`config.mk`:
```
export PLATFORM = sky130hd
export DESIGN_NAME = bus_target_error_log
export DESIGN_NICKNAME = d
export VERILOG_FILES = /design/src/rtl/errlog_pkg.sv /design/src/rtl/error_log_entry.sv /design/src/rtl/bus_target_error_log.sv
export SDC_FILE = /design/constraint.sdc
export NUM_CORES = 1
export LEC_CHECK = 0
export ABC_AREA = 1
export BUFFER_PORTS_ARGS = -buffer_cell sky130_fd_sc_hd__buf_4
export CORE_MARGIN = 2
export CORE_UTILIZATION = 26
export CTS_CLUSTER_SIZE = 28
export DETAILED_ROUTE_END_ITERATION = 10
export SLEW_MARGIN = 15
export SYNTH_ARGS = -nofsm -noshare
export SYNTH_HDL_FRONTEND = slang
export SYNTH_SLANG_ARGS = --single-unit
```
`constraint.sdc`:
```
create_clock -name I_CLK_SYS -period 1.5 [get_ports I_CLK_SYS]
set_input_delay 0.15 -clock I_CLK_SYS [delete_from_list [all_inputs] [get_ports I_CLK_SYS]]
set_output_delay 0.15 -clock I_CLK_SYS [all_outputs]
set_load 0.02 [all_outputs]
```
`src/rtl/errlog_pkg.sv`:
```
package errlog_pkg;

  // Geometry
  localparam int unsigned NUM_TARGETS_DEF = 14;
  localparam int unsigned MAX_TARGETS     = 16;
  localparam int unsigned ADDR_W          = 8;
  localparam int unsigned DATA_W          = 32;
  localparam int unsigned TGT_W           = 4;
  localparam int unsigned ID_W            = 8;
  localparam int unsigned CODE_W          = 4;
  localparam int unsigned AREA_W          = 4;
  localparam int unsigned CMD_W           = 3;
  localparam int unsigned SRC_W           = 4;

  // Register map, byte addresses
  localparam logic [ADDR_W-1:0] LOG_BASE_OFS = 8'h00;
  localparam logic [ADDR_W-1:0] LOG_STRIDE   = 8'h04;
  localparam logic [ADDR_W-1:0] SYS_CFG_OFS  = 8'h40;

  // Error log field positions
  localparam int unsigned MULTI_BIT = 31;
  localparam int unsigned CODE_LSB  = 24;
  localparam int unsigned ID_LSB    = 8;
  localparam int unsigned AREA_LSB  = 4;
  localparam int unsigned CMD_LSB   = 0;

  // System config field positions
  localparam int unsigned DMA_PRI_BIT = 25;
  localparam int unsigned CPU_PRI_BIT = 24;

  // Reset values
  localparam logic [DATA_W-1:0] LOG_RESET     = 32'h0000_0000;
  localparam logic [DATA_W-1:0] SYS_CFG_RESET = 32'h0000_0000;
  localparam logic [DATA_W-1:0] RDATA_UNMAPPED = 32'h0000_0000;

  // Error kinds
  localparam logic [CODE_W-1:0] CODE_NONE      = 4'h0;
  localparam logic [CODE_W-1:0] CODE_PERM_VIOL = 4'h3;

  // Requester identifiers
  localparam logic [ID_W-1:0] ID_RESERVED  = 8'h00;
  localparam logic [ID_W-1:0] ID_CPU_LO    = 8'h01;
  localparam logic [ID_W-1:0] ID_CPU_HI    = 8'h02;
  localparam logic [ID_W-1:0] ID_DMA_RD_LO = 8'h03;
  localparam logic [ID_W-1:0] ID_DMA_RD_HI = 8'h04;
  localparam logic [ID_W-1:0] ID_DMA_WR_LO = 8'h05;
  localparam logic [ID_W-1:0] ID_DMA_WR_HI = 8'h06;
  localparam logic [ID_W-1:0] ID_USB       = 8'h07;
  localparam logic [ID_W-1:0] ID_NET_RD    = 8'h08;
  localparam logic [ID_W-1:0] ID_NET_WR    = 8'h09;
  localparam logic [ID_W-1:0] ID_CAN_A     = 8'h0A;
  localparam logic [ID_W-1:0] ID_CAN_B     = 8'h0B;
  localparam logic [ID_W-1:0] ID_SERMEM    = 8'h0C;
  localparam logic [ID_W-1:0] ID_FLASH     = 8'h0D;
  localparam logic [ID_W-1:0] ID_CRYPTO    = 8'h0E;

  // Initiator classes presented by the permission checker
  typedef enum logic [SRC_W-1:0] {
    SRC_CPU    = 4'h0,
    SRC_DMA_RD = 4'h1,
    SRC_DMA_WR = 4'h2,
    SRC_USB    = 4'h3,
    SRC_NET_RD = 4'h4,
    SRC_NET_WR = 4'h5,
    SRC_CAN_A  = 4'h6,
    SRC_CAN_B  = 4'h7,
    SRC_SERMEM = 4'h8,
    SRC_FLASH  = 4'h9,
    SRC_CRYPTO = 4'hA
  } source_t;

endpackage

```
`src/rtl/error_log_entry.sv`:
```
`timescale 1ns/1ps
`default_nettype none

module error_log_entry
  import errlog_pkg::*;
(
  input  wire logic              i_clk,
  input  wire logic              i_arst_n,
  input  wire logic              i_viol,
  input  wire logic [ID_W-1:0]   i_req_id,
  input  wire logic [AREA_W-1:0] i_area,
  input  wire logic [CMD_W-1:0]  i_cmd,
  input  wire logic              i_wr,
  input  wire logic [DATA_W-1:0] i_wdata,
  output logic [DATA_W-1:0]      o_value,
  output logic                   o_pending
);

  logic              multi_q,  multi_d;
  logic [CODE_W-1:0] code_q,   code_d;
  logic [ID_W-1:0]   req_id_q, req_id_d;
  logic [AREA_W-1:0] area_q,   area_d;
  logic [CMD_W-1:0]  cmd_q,    cmd_d;

  always_comb begin
    multi_d  = multi_q;
    code_d   = code_q;
    req_id_d = req_id_q;
    area_d   = area_q;
    cmd_d    = cmd_q;
    if (i_wr) begin
      if (i_wdata[MULTI_BIT]) begin
        multi_d = 1'b0; // RULE3
      end
      code_d = code_q & ~i_wdata[CODE_LSB +: CODE_W]; // RULE6
    end
    // Set wins over a clear in the same cycle
    if (i_viol) begin
      if (code_q != CODE_NONE) begin
        multi_d = 1'b1; // RULE2
      end else begin
        // First violation owns the captured fields
        req_id_d = i_req_id; // RULE7
        area_d   = i_area; // RULE12
        cmd_d    = i_cmd; // RULE12
      end
      code_d = CODE_PERM_VIOL; // RULE5
    end
  end

  always_ff @(posedge i_clk or negedge i_arst_n) begin
    if (!i_arst_n) begin
      multi_q  <= LOG_RESET[MULTI_BIT];
      code_q   <= LOG_RESET[CODE_LSB +: CODE_W];
      req_id_q <= LOG_RESET[ID_LSB +: ID_W];
      area_q   <= LOG_RESET[AREA_LSB +: AREA_W];
      cmd_q    <= LOG_RESET[CMD_LSB +: CMD_W];
    end else begin
      multi_q  <= multi_d;
      code_q   <= code_d;
      req_id_q <= req_id_d;
      area_q   <= area_d;
      cmd_q    <= cmd_d;
    end
  end

  // Unimplemented bits read zero
  always_comb begin
    o_value                      = '0; // RULE11
    o_value[MULTI_BIT]           = multi_q;
    o_value[CODE_LSB +: CODE_W]  = code_q; // RULE4
    o_value[ID_LSB +: ID_W]      = req_id_q;
    o_value[AREA_LSB +: AREA_W]  = area_q;
    o_value[CMD_LSB +: CMD_W]    = cmd_q;
  end

  assign o_pending = (code_q != CODE_NONE);

endmodule // error_log_entry

`default_nettype wire

```
`src/rtl/bus_target_error_log.sv`:
```
// Functional notes
// RULE1: One error log register of this layout exists per bus target, targets 0 to 13.
// RULE2: Bit 31 is set once more than one violation has hit this target, else clear.
// RULE3: Writing one to bit 31 clears it; writing zero leaves it alone.
// RULE4: Bits 27..24 give the error kind, 0000 meaning none, unlisted values reserved.
// RULE5: A permission violation loads the error kind with 0011.
// RULE6: Writing ones into the error kind clears those bits.
// RULE7: Bits 15..8 hold the read-only 8-bit identifier of the offending requester.
// RULE8: Identifiers: USB 07, net read 08, net write 09, CAN 0A and 0B, flash 0D, crypto 0E.
// RULE9: DMA read is 03 or 04 and DMA write 05 or 06, per the DMA priority select bit.
// RULE10: The processor is 01 or 02, per the processor priority select bit.
// RULE11: Bits 23..16 and 30..28 read zero and ignore writes.
// RULE12: Bits 7..4 capture the target area, bits 2..0 the bus command, bit 3 reads zero.
`timescale 1ns/1ps
`default_nettype none

module bus_target_error_log
  import errlog_pkg::*;
#(
  parameter int unsigned NUM_TARGETS = NUM_TARGETS_DEF
)(
  input  wire logic              I_CLK_SYS,
  input  wire logic              I_ARST_N,
  input  wire logic [ADDR_W-1:0] I_ADDR,
  input  wire logic [DATA_W-1:0] I_WDATA,
  input  wire logic              I_WR,
  input  wire logic              I_RD,
  output logic [DATA_W-1:0]      O_RDATA,
  input  wire logic              I_VIOL,
  input  wire logic [TGT_W-1:0]  I_VIOL_TARGET,
  input  wire logic [SRC_W-1:0]  I_VIOL_SOURCE,
  input  wire logic [AREA_W-1:0] I_VIOL_AREA,
  input  wire logic [CMD_W-1:0]  I_VIOL_CMD,
  output logic [NUM_TARGETS-1:0] O_ERR_PENDING,
  output logic                   O_DMA_PRIORITY_SELECT,
  output logic                   O_PROCESSOR_PRIORITY_SELECT
);

  // Address decode only reaches 16 log slots
  if (NUM_TARGETS < 1 || NUM_TARGETS > MAX_TARGETS) begin : g_bad_targets
    $error("NUM_TARGETS must lie in 1..16");
  end

  // Byte address of one target's log word
  function automatic logic [ADDR_W-1:0] log_addr(input int unsigned idx);
    log_addr = LOG_BASE_OFS + LOG_STRIDE * idx[ADDR_W-1:0];
  endfunction

  // Requester identifier from class and priority selects
  function automatic logic [ID_W-1:0] encode_source(input logic [SRC_W-1:0] src,
                                                    input logic dma_pri,
                                                    input logic cpu_pri);
    case (src)
      SRC_CPU:    encode_source = cpu_pri ? ID_CPU_HI : ID_CPU_LO; // RULE10
      SRC_DMA_RD: encode_source = dma_pri ? ID_DMA_RD_HI : ID_DMA_RD_LO; // RULE9
      SRC_DMA_WR: encode_source = dma_pri ? ID_DMA_WR_HI : ID_DMA_WR_LO; // RULE9
      SRC_USB:    encode_source = ID_USB; // RULE8
      SRC_NET_RD: encode_source = ID_NET_RD; // RULE8
      SRC_NET_WR: encode_source = ID_NET_WR; // RULE8
      SRC_CAN_A:  encode_source = ID_CAN_A; // RULE8
      SRC_CAN_B:  encode_source = ID_CAN_B; // RULE8
      SRC_SERMEM: encode_source = ID_SERMEM;
      SRC_FLASH:  encode_source = ID_FLASH; // RULE8
      SRC_CRYPTO: encode_source = ID_CRYPTO; // RULE8
      // Unknown class logs the reserved code rather than a real initiator
      default:    encode_source = ID_RESERVED;
    endcase
  endfunction

  logic [DATA_W-1:0]     sys_cfg_q, sys_cfg_d;
  logic [DATA_W-1:0]     rdata_q,   rdata_d;
  logic [ID_W-1:0]       viol_id;
  logic [DATA_W-1:0]     log_value [NUM_TARGETS];
  logic [NUM_TARGETS-1:0] log_wr;
  logic [NUM_TARGETS-1:0] log_viol;

  assign O_DMA_PRIORITY_SELECT       = sys_cfg_q[DMA_PRI_BIT];
  assign O_PROCESSOR_PRIORITY_SELECT = sys_cfg_q[CPU_PRI_BIT];

  // Selects take effect on the violation cycle itself
  assign viol_id = encode_source(I_VIOL_SOURCE, sys_cfg_q[DMA_PRI_BIT], sys_cfg_q[CPU_PRI_BIT]);

  for (genvar t = 0; t < NUM_TARGETS; t++) begin : g_log
    assign log_wr[t]   = I_WR && (I_ADDR == log_addr(t));
    assign log_viol[t] = I_VIOL && (I_VIOL_TARGET == TGT_W'(t)); // RULE1

    error_log_entry u_entry (
      .i_clk     (I_CLK_SYS),
      .i_arst_n  (I_ARST_N),
      .i_viol    (log_viol[t]),
      .i_req_id  (viol_id),
      .i_area    (I_VIOL_AREA),
      .i_cmd     (I_VIOL_CMD),
      .i_wr      (log_wr[t]),
      .i_wdata   (I_WDATA),
      .o_value   (log_value[t]),
      .o_pending (O_ERR_PENDING[t])
    );
  end

  // Only the two select bits are implemented in the config word
  always_comb begin
    sys_cfg_d = sys_cfg_q;
    if (I_WR && I_ADDR == SYS_CFG_OFS) begin
      sys_cfg_d                 = '0;
      sys_cfg_d[DMA_PRI_BIT]    = I_WDATA[DMA_PRI_BIT];
      sys_cfg_d[CPU_PRI_BIT]    = I_WDATA[CPU_PRI_BIT];
    end
  end

  // Read data lands one cycle after the strobe and only then
  always_comb begin
    rdata_d = RDATA_UNMAPPED;
    if (I_RD) begin
      if (I_ADDR == SYS_CFG_OFS) begin
        rdata_d = sys_cfg_q;
      end else begin
        for (int unsigned t = 0; t < NUM_TARGETS; t++) begin
          if (I_ADDR == log_addr(t)) begin
            rdata_d = log_value[t];
          end
        end
      end
    end
  end

  always_ff @(posedge I_CLK_SYS or negedge I_ARST_N) begin
    if (!I_ARST_N) begin
      sys_cfg_q <= SYS_CFG_RESET;
      rdata_q   <= RDATA_UNMAPPED;
    end else begin
      sys_cfg_q <= sys_cfg_d;
      rdata_q   <= rdata_d;
    end
  end

  assign O_RDATA = rdata_q;

endmodule // bus_target_error_log

`default_nettype wire

```
## Yosys cells after proc, flatten, opt, wreduce, memory -nomap -nowiden

Index checks and enable logic that the tools add are counted.

- Register bits after elaboration: 314
- Output and inout port bits: 48
- Input bits: 60

- Equal/unequal tests: 37
- Bitwise operators: 29
- Reductions and logical operators: 74
- Muxes and demuxes: 104

Operator list:

| cell | number |
|---|---|
| $mux 32 | 16 |
| $mux 4 | 28 |
| $and 4x4->4 | 14 |
| $mux 1 | 56 |
| $reduce_bool 4->1 | 14 |
| $eq 8x6->1 const B | 6 |
| $pmux 4 s11 | 1 |
| $eq 4x4->1 const B | 9 |
| $eq 4x3->1 const B | 8 |
| $eq 8x5->1 const B | 4 |
| $logic_and 1x1->1 | 29 |
| $reduce_and 2->1 | 14 |
| $reduce_bool 2->1 | 14 |
| $eq 4x2->1 const B | 4 |
| $eq 8x4->1 const B | 2 |
| $not 1->1 | 14 |
| $eq 4x1->1 const B | 2 |
| $eq 8x3->1 const B | 1 |
| $eq 8x7->1 const B | 1 |
| $logic_not 4->1 | 2 |
| $logic_not 8->1 | 1 |
| $mux 2 | 2 |
| $not 4->4 | 1 |
| $mux 3 | 1 |

## Logic depth before layout (Yosys ltp)

- Depth after elaboration: 17
- Depth in mapped cells: 16
- Depth with buffers taken out: 15

## Hierarchy

A second synthesis with hierarchy kept.

- Cells, all modules: 2440
- Area total of the unflattened synthesis: 18460.2 µm²

By module, submodules not included:

| module | times used | area each (µm²) | seq. area each (µm²) | cells each |
|---|---|---|---|---|
| error_log_entry | 14 | 947.2 | 500.5 | 103 |
| bus_target_error_log | 1 | 5200.0 | 850.8 | 998 |

## Worst setup path before layout

Ideal clock, no wire load.

- Kind: reg2reg
- Start point: register g_log[8].u_entry.code_q[2]
- End point: register g_log[8].u_entry.req_id_q[0]
- Path slack: -0.007 ns
- Arrival time: 1.372 ns
- Library setup time: 0.135 ns
- Clock period less this slack: 1.507 ns
- Cell stages (with the launch flop): 8
- Required time: 1.365 ns
- Cell sequence: dfrtp_1 nor4_1 inv_1 nor2_2 inv_1 clkbuf_1 nand2_1 o21ai_0

- Cells in the longest elaborated chain, start to end: 3

RTL lines:

| item | line | RTL |
|---|---|---|
| start, declared | error_log_entry.sv:20 | `logic [CODE_W-1:0] code_q, code_d;` |
| start signal, assigned | error_log_entry.sv:54 | `code_q <= LOG_RESET[CODE_LSB +: CODE_W];` |
| start signal, assigned | error_log_entry.sv:60 | `code_q <= code_d;` |
| $reduce_bool 4->1 | -- |  |
| net g_log[8].u_entry.o_pending | error_log_entry.sv:16 | `output logic o_pending` |
| $not 1->1 (no line) | -- |  |
| $reduce_and 2->1 (no line) | -- |  |
| end signal, assigned | error_log_entry.sv:55 | `req_id_q <= LOG_RESET[ID_LSB +: ID_W];` |
| end signal, assigned | error_log_entry.sv:61 | `req_id_q <= req_id_d;` |
| end, declared | error_log_entry.sv:21 | `logic [ID_W-1:0] req_id_q, req_id_d;` |

The timed path passes the listed nets, and every way through them passes these cells.
A chain may end at the register's enable or synchronous reset.

## Final worst setup path

- Start point: register g_log[6].u_entry.code_q[2]
- End point: output O_ERR_PENDING[6]

- Cells in the longest elaborated chain, start to end: 1

RTL lines:

| item | line | RTL |
|---|---|---|
| start, declared | error_log_entry.sv:20 |  |
| start signal, assigned | error_log_entry.sv:54 |  |
| start signal, assigned | error_log_entry.sv:60 |  |
| $reduce_bool 4->1 | error_log_entry.sv:77 | `assign o_pending = (code_q != CODE_NONE);` |
| end, declared | bus_target_error_log.sv:34 | `output logic [NUM_TARGETS-1:0] O_ERR_PENDING,` |

No other way between the ends.

==> impl_metrics.env <==
export IMPL_via_count=10670
export IMPL_finClkSkew_ns=0.02841
export IMPL_worstPathCellList="nor4_2 -> inv_1 -> buf_6 -> buf_6"
export IMPL_antenna_left=0
export IMPL_synthCells=1428
export IMPL_wl_per_cell_um=16.17
export IMPL_status="finished, violations left"
export IMPL_root_buffer="clkbuf_16"
export IMPL_timing_hold_ws_ns=0.06325
export IMPL_dp_hpwl_mm=24.74
export IMPL_whs_path_depth=3
export IMPL_die_w_um=213.5
export IMPL_synth_area_leaders="dfrtp_1 53%, nand2_1 14%, o21ai_0 9.5%"
export IMPL_cts_buffers=26
export IMPL_finalWirelength_mm=37.20
export IMPL_synth_xor_area_share_pct=0
export IMPL_globalplace_congestion=0.8696
export IMPL_max_freq_mhz=554.0
export IMPL_drc_errors=0
export IMPL_path_clk_slew_ns=0.06
export IMPL_pin_count=108
export IMPL_ys_warn_count=0
export IMPL_synth_cell_types=29
export IMPL_synth_mux_area_share_pct=0
export IMPL_grt_use_total_pct=15.72
export IMPL_critPathMaxStageDelay_ns=0.39
export IMPL_hp_class="in2reg"
export IMPL_final_util_pct=37.19
export IMPL_cts_sinks=242
export IMPL_synth_compound_area_share_pct=12.99
export IMPL_ys_ff_latch=242
export IMPL_cp_slowest_cell="dfrtp_1"
export IMPL_overflow=0
export IMPL_endpoint_kind="output port"
export IMPL_arrival_ns=1.65
export IMPL_synth_adder_area_share_pct=0
export IMPL_synth_top_family_by_area="simple AND/OR/NAND/NOR gates"
export IMPL_hold_end="sys_cfg_q[25]"
export IMPL_setup_violations=110
export IMPL_syn_area_per_cell_um2=7.991
export IMPL_vias_per_cell=4.639
export IMPL_cts_max_level=1
export IMPL_cts_tree="built"
export IMPL_worstRegToRegCells=7
export IMPL_leakagePower_nw=7.542
export IMPL_start_kind="register"
export IMPL_rsz0062_at_grt="yes"
export IMPL_path_max_fanout=2
export IMPL_cap_viol_max_count=0
export IMPL_grt_pass1_vias=10520
export IMPL_place_ws_ns=-0.4355
export IMPL_core_area_mm2=0.04317
export IMPL_r2r_end="g_log[8].u_entry.cmd_q[0]"
export IMPL_clk_latency_ns=0.56
export IMPL_fill_cells=4387
export IMPL_critical_path_buf_inv_count=3
export IMPL_grt_pass1_wl_mm=56.50
export IMPL_initial_core_util_pct=26.43
export IMPL_path_depth=4
export IMPL_die_h_um=213.5
export IMPL_timing_rr_start="g_log[8].u_entry.code_q[2]"
export IMPL_path_class="reg2out"
export IMPL_worstPathRequired_ns=1.35
export IMPL_crit_top_cell="buf_6"
export IMPL_first_iter_violations=892
export IMPL_critPathTopFamily="buffers and inverters"
export IMPL_synth_largest_area_cell="dfrtp_1"
export IMPL_slew_headroom_pct=59.01
export IMPL_fin_crit_sh_pct=120.3
export IMPL_drive_gt1_share_pct=29.97
export IMPL_die_area_mm2=0.04558
export IMPL_rows=76
export IMPL_mappedNetlistArea_mm2=0.01141
export IMPL_grt_antenna_before_repair=0
export IMPL_io_buffers=64
export IMPL_finalHoldViolCount=0
export IMPL_min_delay_start="I_WR"
export IMPL_finalMaxSlewViolations=0
export IMPL_synthSimpleGateAreaFrac_pct=23.94
export IMPL_setup_ws_ns=-0.3050
export IMPL_syn_to_final_growth_pct=40.70
export IMPL_final_nets=1759
export IMPL_worstMarginPinSlew_ns=0.6141
export IMPL_seq_area_frac_synth_pct=53.07
export IMPL_grt_max_degree=59
export IMPL_finalCriticalPeriod_ns=1.805
export IMPL_synth_top_area_share_pct=53.07
export IMPL_drt_pass1_iter_count=5
export IMPL_violations="negative setup slack"
export IMPL_timing_reg2reg_setup_slack_ns=-0.28
export IMPL_power_density_mw_per_mm2=1079
export IMPL_clockBufferDepth=3
export IMPL_peakVddDrop_v=0.0009494
export IMPL_antenna_cells=0
-- registers in the layout (all words and copies together), names as in the netlist --
signal / cells
O_RDATA: 16
g_log.u_entry.area_q: 56
g_log.u_entry.cmd_q: 42
g_log.u_entry.code_q: 56
g_log.u_entry.multi_q: 14
g_log.u_entry.req_id_q: 56
sys_cfg_q: 2
-- cells by family (layout without fill, tap and decap cells) --
group,Yosys count,in the layout
AOI/OAI and AO/OA,283,283
and+or+nand+nor,646,646
buffers and inverters,256,528
DFF,242,242
other,1,16
-- power by group --
group	internal, mW	switching [mW]	leakage (nW)	total [mW]
combinational	1.29	1.55	4.12	2.84
sequential	7.69	0.694	3.04	8.38
clock	3.46	2.64	0.381	6.09
total	12.4	4.88	7.54	17.3
-- worst reg2reg max path, cell delays in order, from the launching register on --
cell and delay, ns:
dfrtp_1 0.39, nor4_2 0.32, inv_1 0.14, buf_6 0.14, nor2_4 0.25, clkinvlp_4 0.25
nand2_1 0.09, o21ai_0 0.08
-- layer usage --
| metal | vias to the layer above | share of wire, % | global-route usage (%) | wire, um |
|---|---|---|---|---|
| met2 | 322 | 47 | 26.46 | 17600 |
| met4 | 0 | 2.0 | 3.376 | 739 |
| met1 | 5225 | 45 | 21.52 | 16750 |
| met3 | 59 | 5.7 | 2.255 | 2115 |
| met5 | - | 0 | 0 | 0 |
| li1 | 5064 | - | - | - |
-- synthesized netlist by cell type (all sizes together) --
library cell    n
nor3           12
nand2         427
o21ai         221
nor2          128
nand4          29
a21oi          45
buf            53
conb            1
nor4           16
or2             1
a2111oi         1
nand3          32
inv           174
a22oi           1
clkbuf         29
a2111o          1
nor3b           1
dfrtp         242
o211ai         14
-- worst max path at each step --
| stage | startpoint | endpoint |
|---|---|---|
| floorplan | g_log[8].u_entry.code_q[2] | g_log[8].u_entry.req_id_q[0] |
| global placement | I_ADDR[7] | O_RDATA[8] |
| detailed placement | I_ADDR[7] | O_RDATA[8] |
| CTS | g_log[13].u_entry.code_q[1] | O_ERR_PENDING[13] |
| global route | g_log[8].u_entry.code_q[2] | g_log[8].u_entry.area_q[2] |
| finish | g_log[6].u_entry.code_q[2] | O_ERR_PENDING[6] |
-- final cells by class --
| type | instances | area, um^2 | area share, % |
|---|---|---|---|
| Inverter | 174 | 711.9 | 4.434 |
| Timing Repair Buffer | 291 | 2715 | 16.91 |
| Clock inverter | 2 | 37.54 | 0.2338 |
| Clock buffer | 42 | 760.7 | 4.738 |
| Timing Repair inverter | 19 | 172.7 | 1.075 |
| Multi-Input combinational cell | 945 | 4868 | 30.32 |
| Tap cell | 585 | 732.0 | 4.559 |
| Sequential cell | 242 | 6057 | 37.73 |
-- layout by cell type (no fill, tap or decap), types with 2 or more instances in the layout --
master,n
conb_1,16
a21oi_2,2
nand2_1,368
nor4_1,2
clkbuf_1,11
nor3_1,5
nor2_2,8
clkbuf_8,5
nor2_1,100
buf_8,5
inv_2,18
nor3_2,7
nand4_1,29
buf_12,17
dfrtp_1,241
nand2_2,53
inv_1,144
o211ai_1,14
clkbuf_16,27
clkinvlp_4,19
inv_8,9
o21ai_0,118
buf_6,64
nand3_4,2
a21oi_1,43
nand3_2,4
dlygate4sd3_1,9
nor2_4,20
o21ai_2,31
buf_4,195
nor4_2,4
nand2_4,6
nand3_1,26
o21ai_1,72
nor4_4,10
-- per-stage QoR --
step	total power, mW	TNS, ns	instance area (um^2)	cells
4_1_cts	17.10	-13.52	15270	2278
2_1_floorplan	9.529	0	11470	1443
5_1_grt	18.14	-25.73	16060	2300
3_5_place_dp	10.60	-22.78	13570	2173
3_3_place_gp	10.49	-19.09	13570	2173
6_report	17.32	-14.80	16060	2300
-- timing repair --
action	4_1_cts	5_1_grt
pin swaps	34	82
setup buffers	48	26
endpoints found under the setup margin	129	173
hold buffers	9	0
endpoints found under the hold margin	260	0
gates cloned	11	12
resized for setup	167	231
No activity file was read; power rests on OpenSTA's default activity.
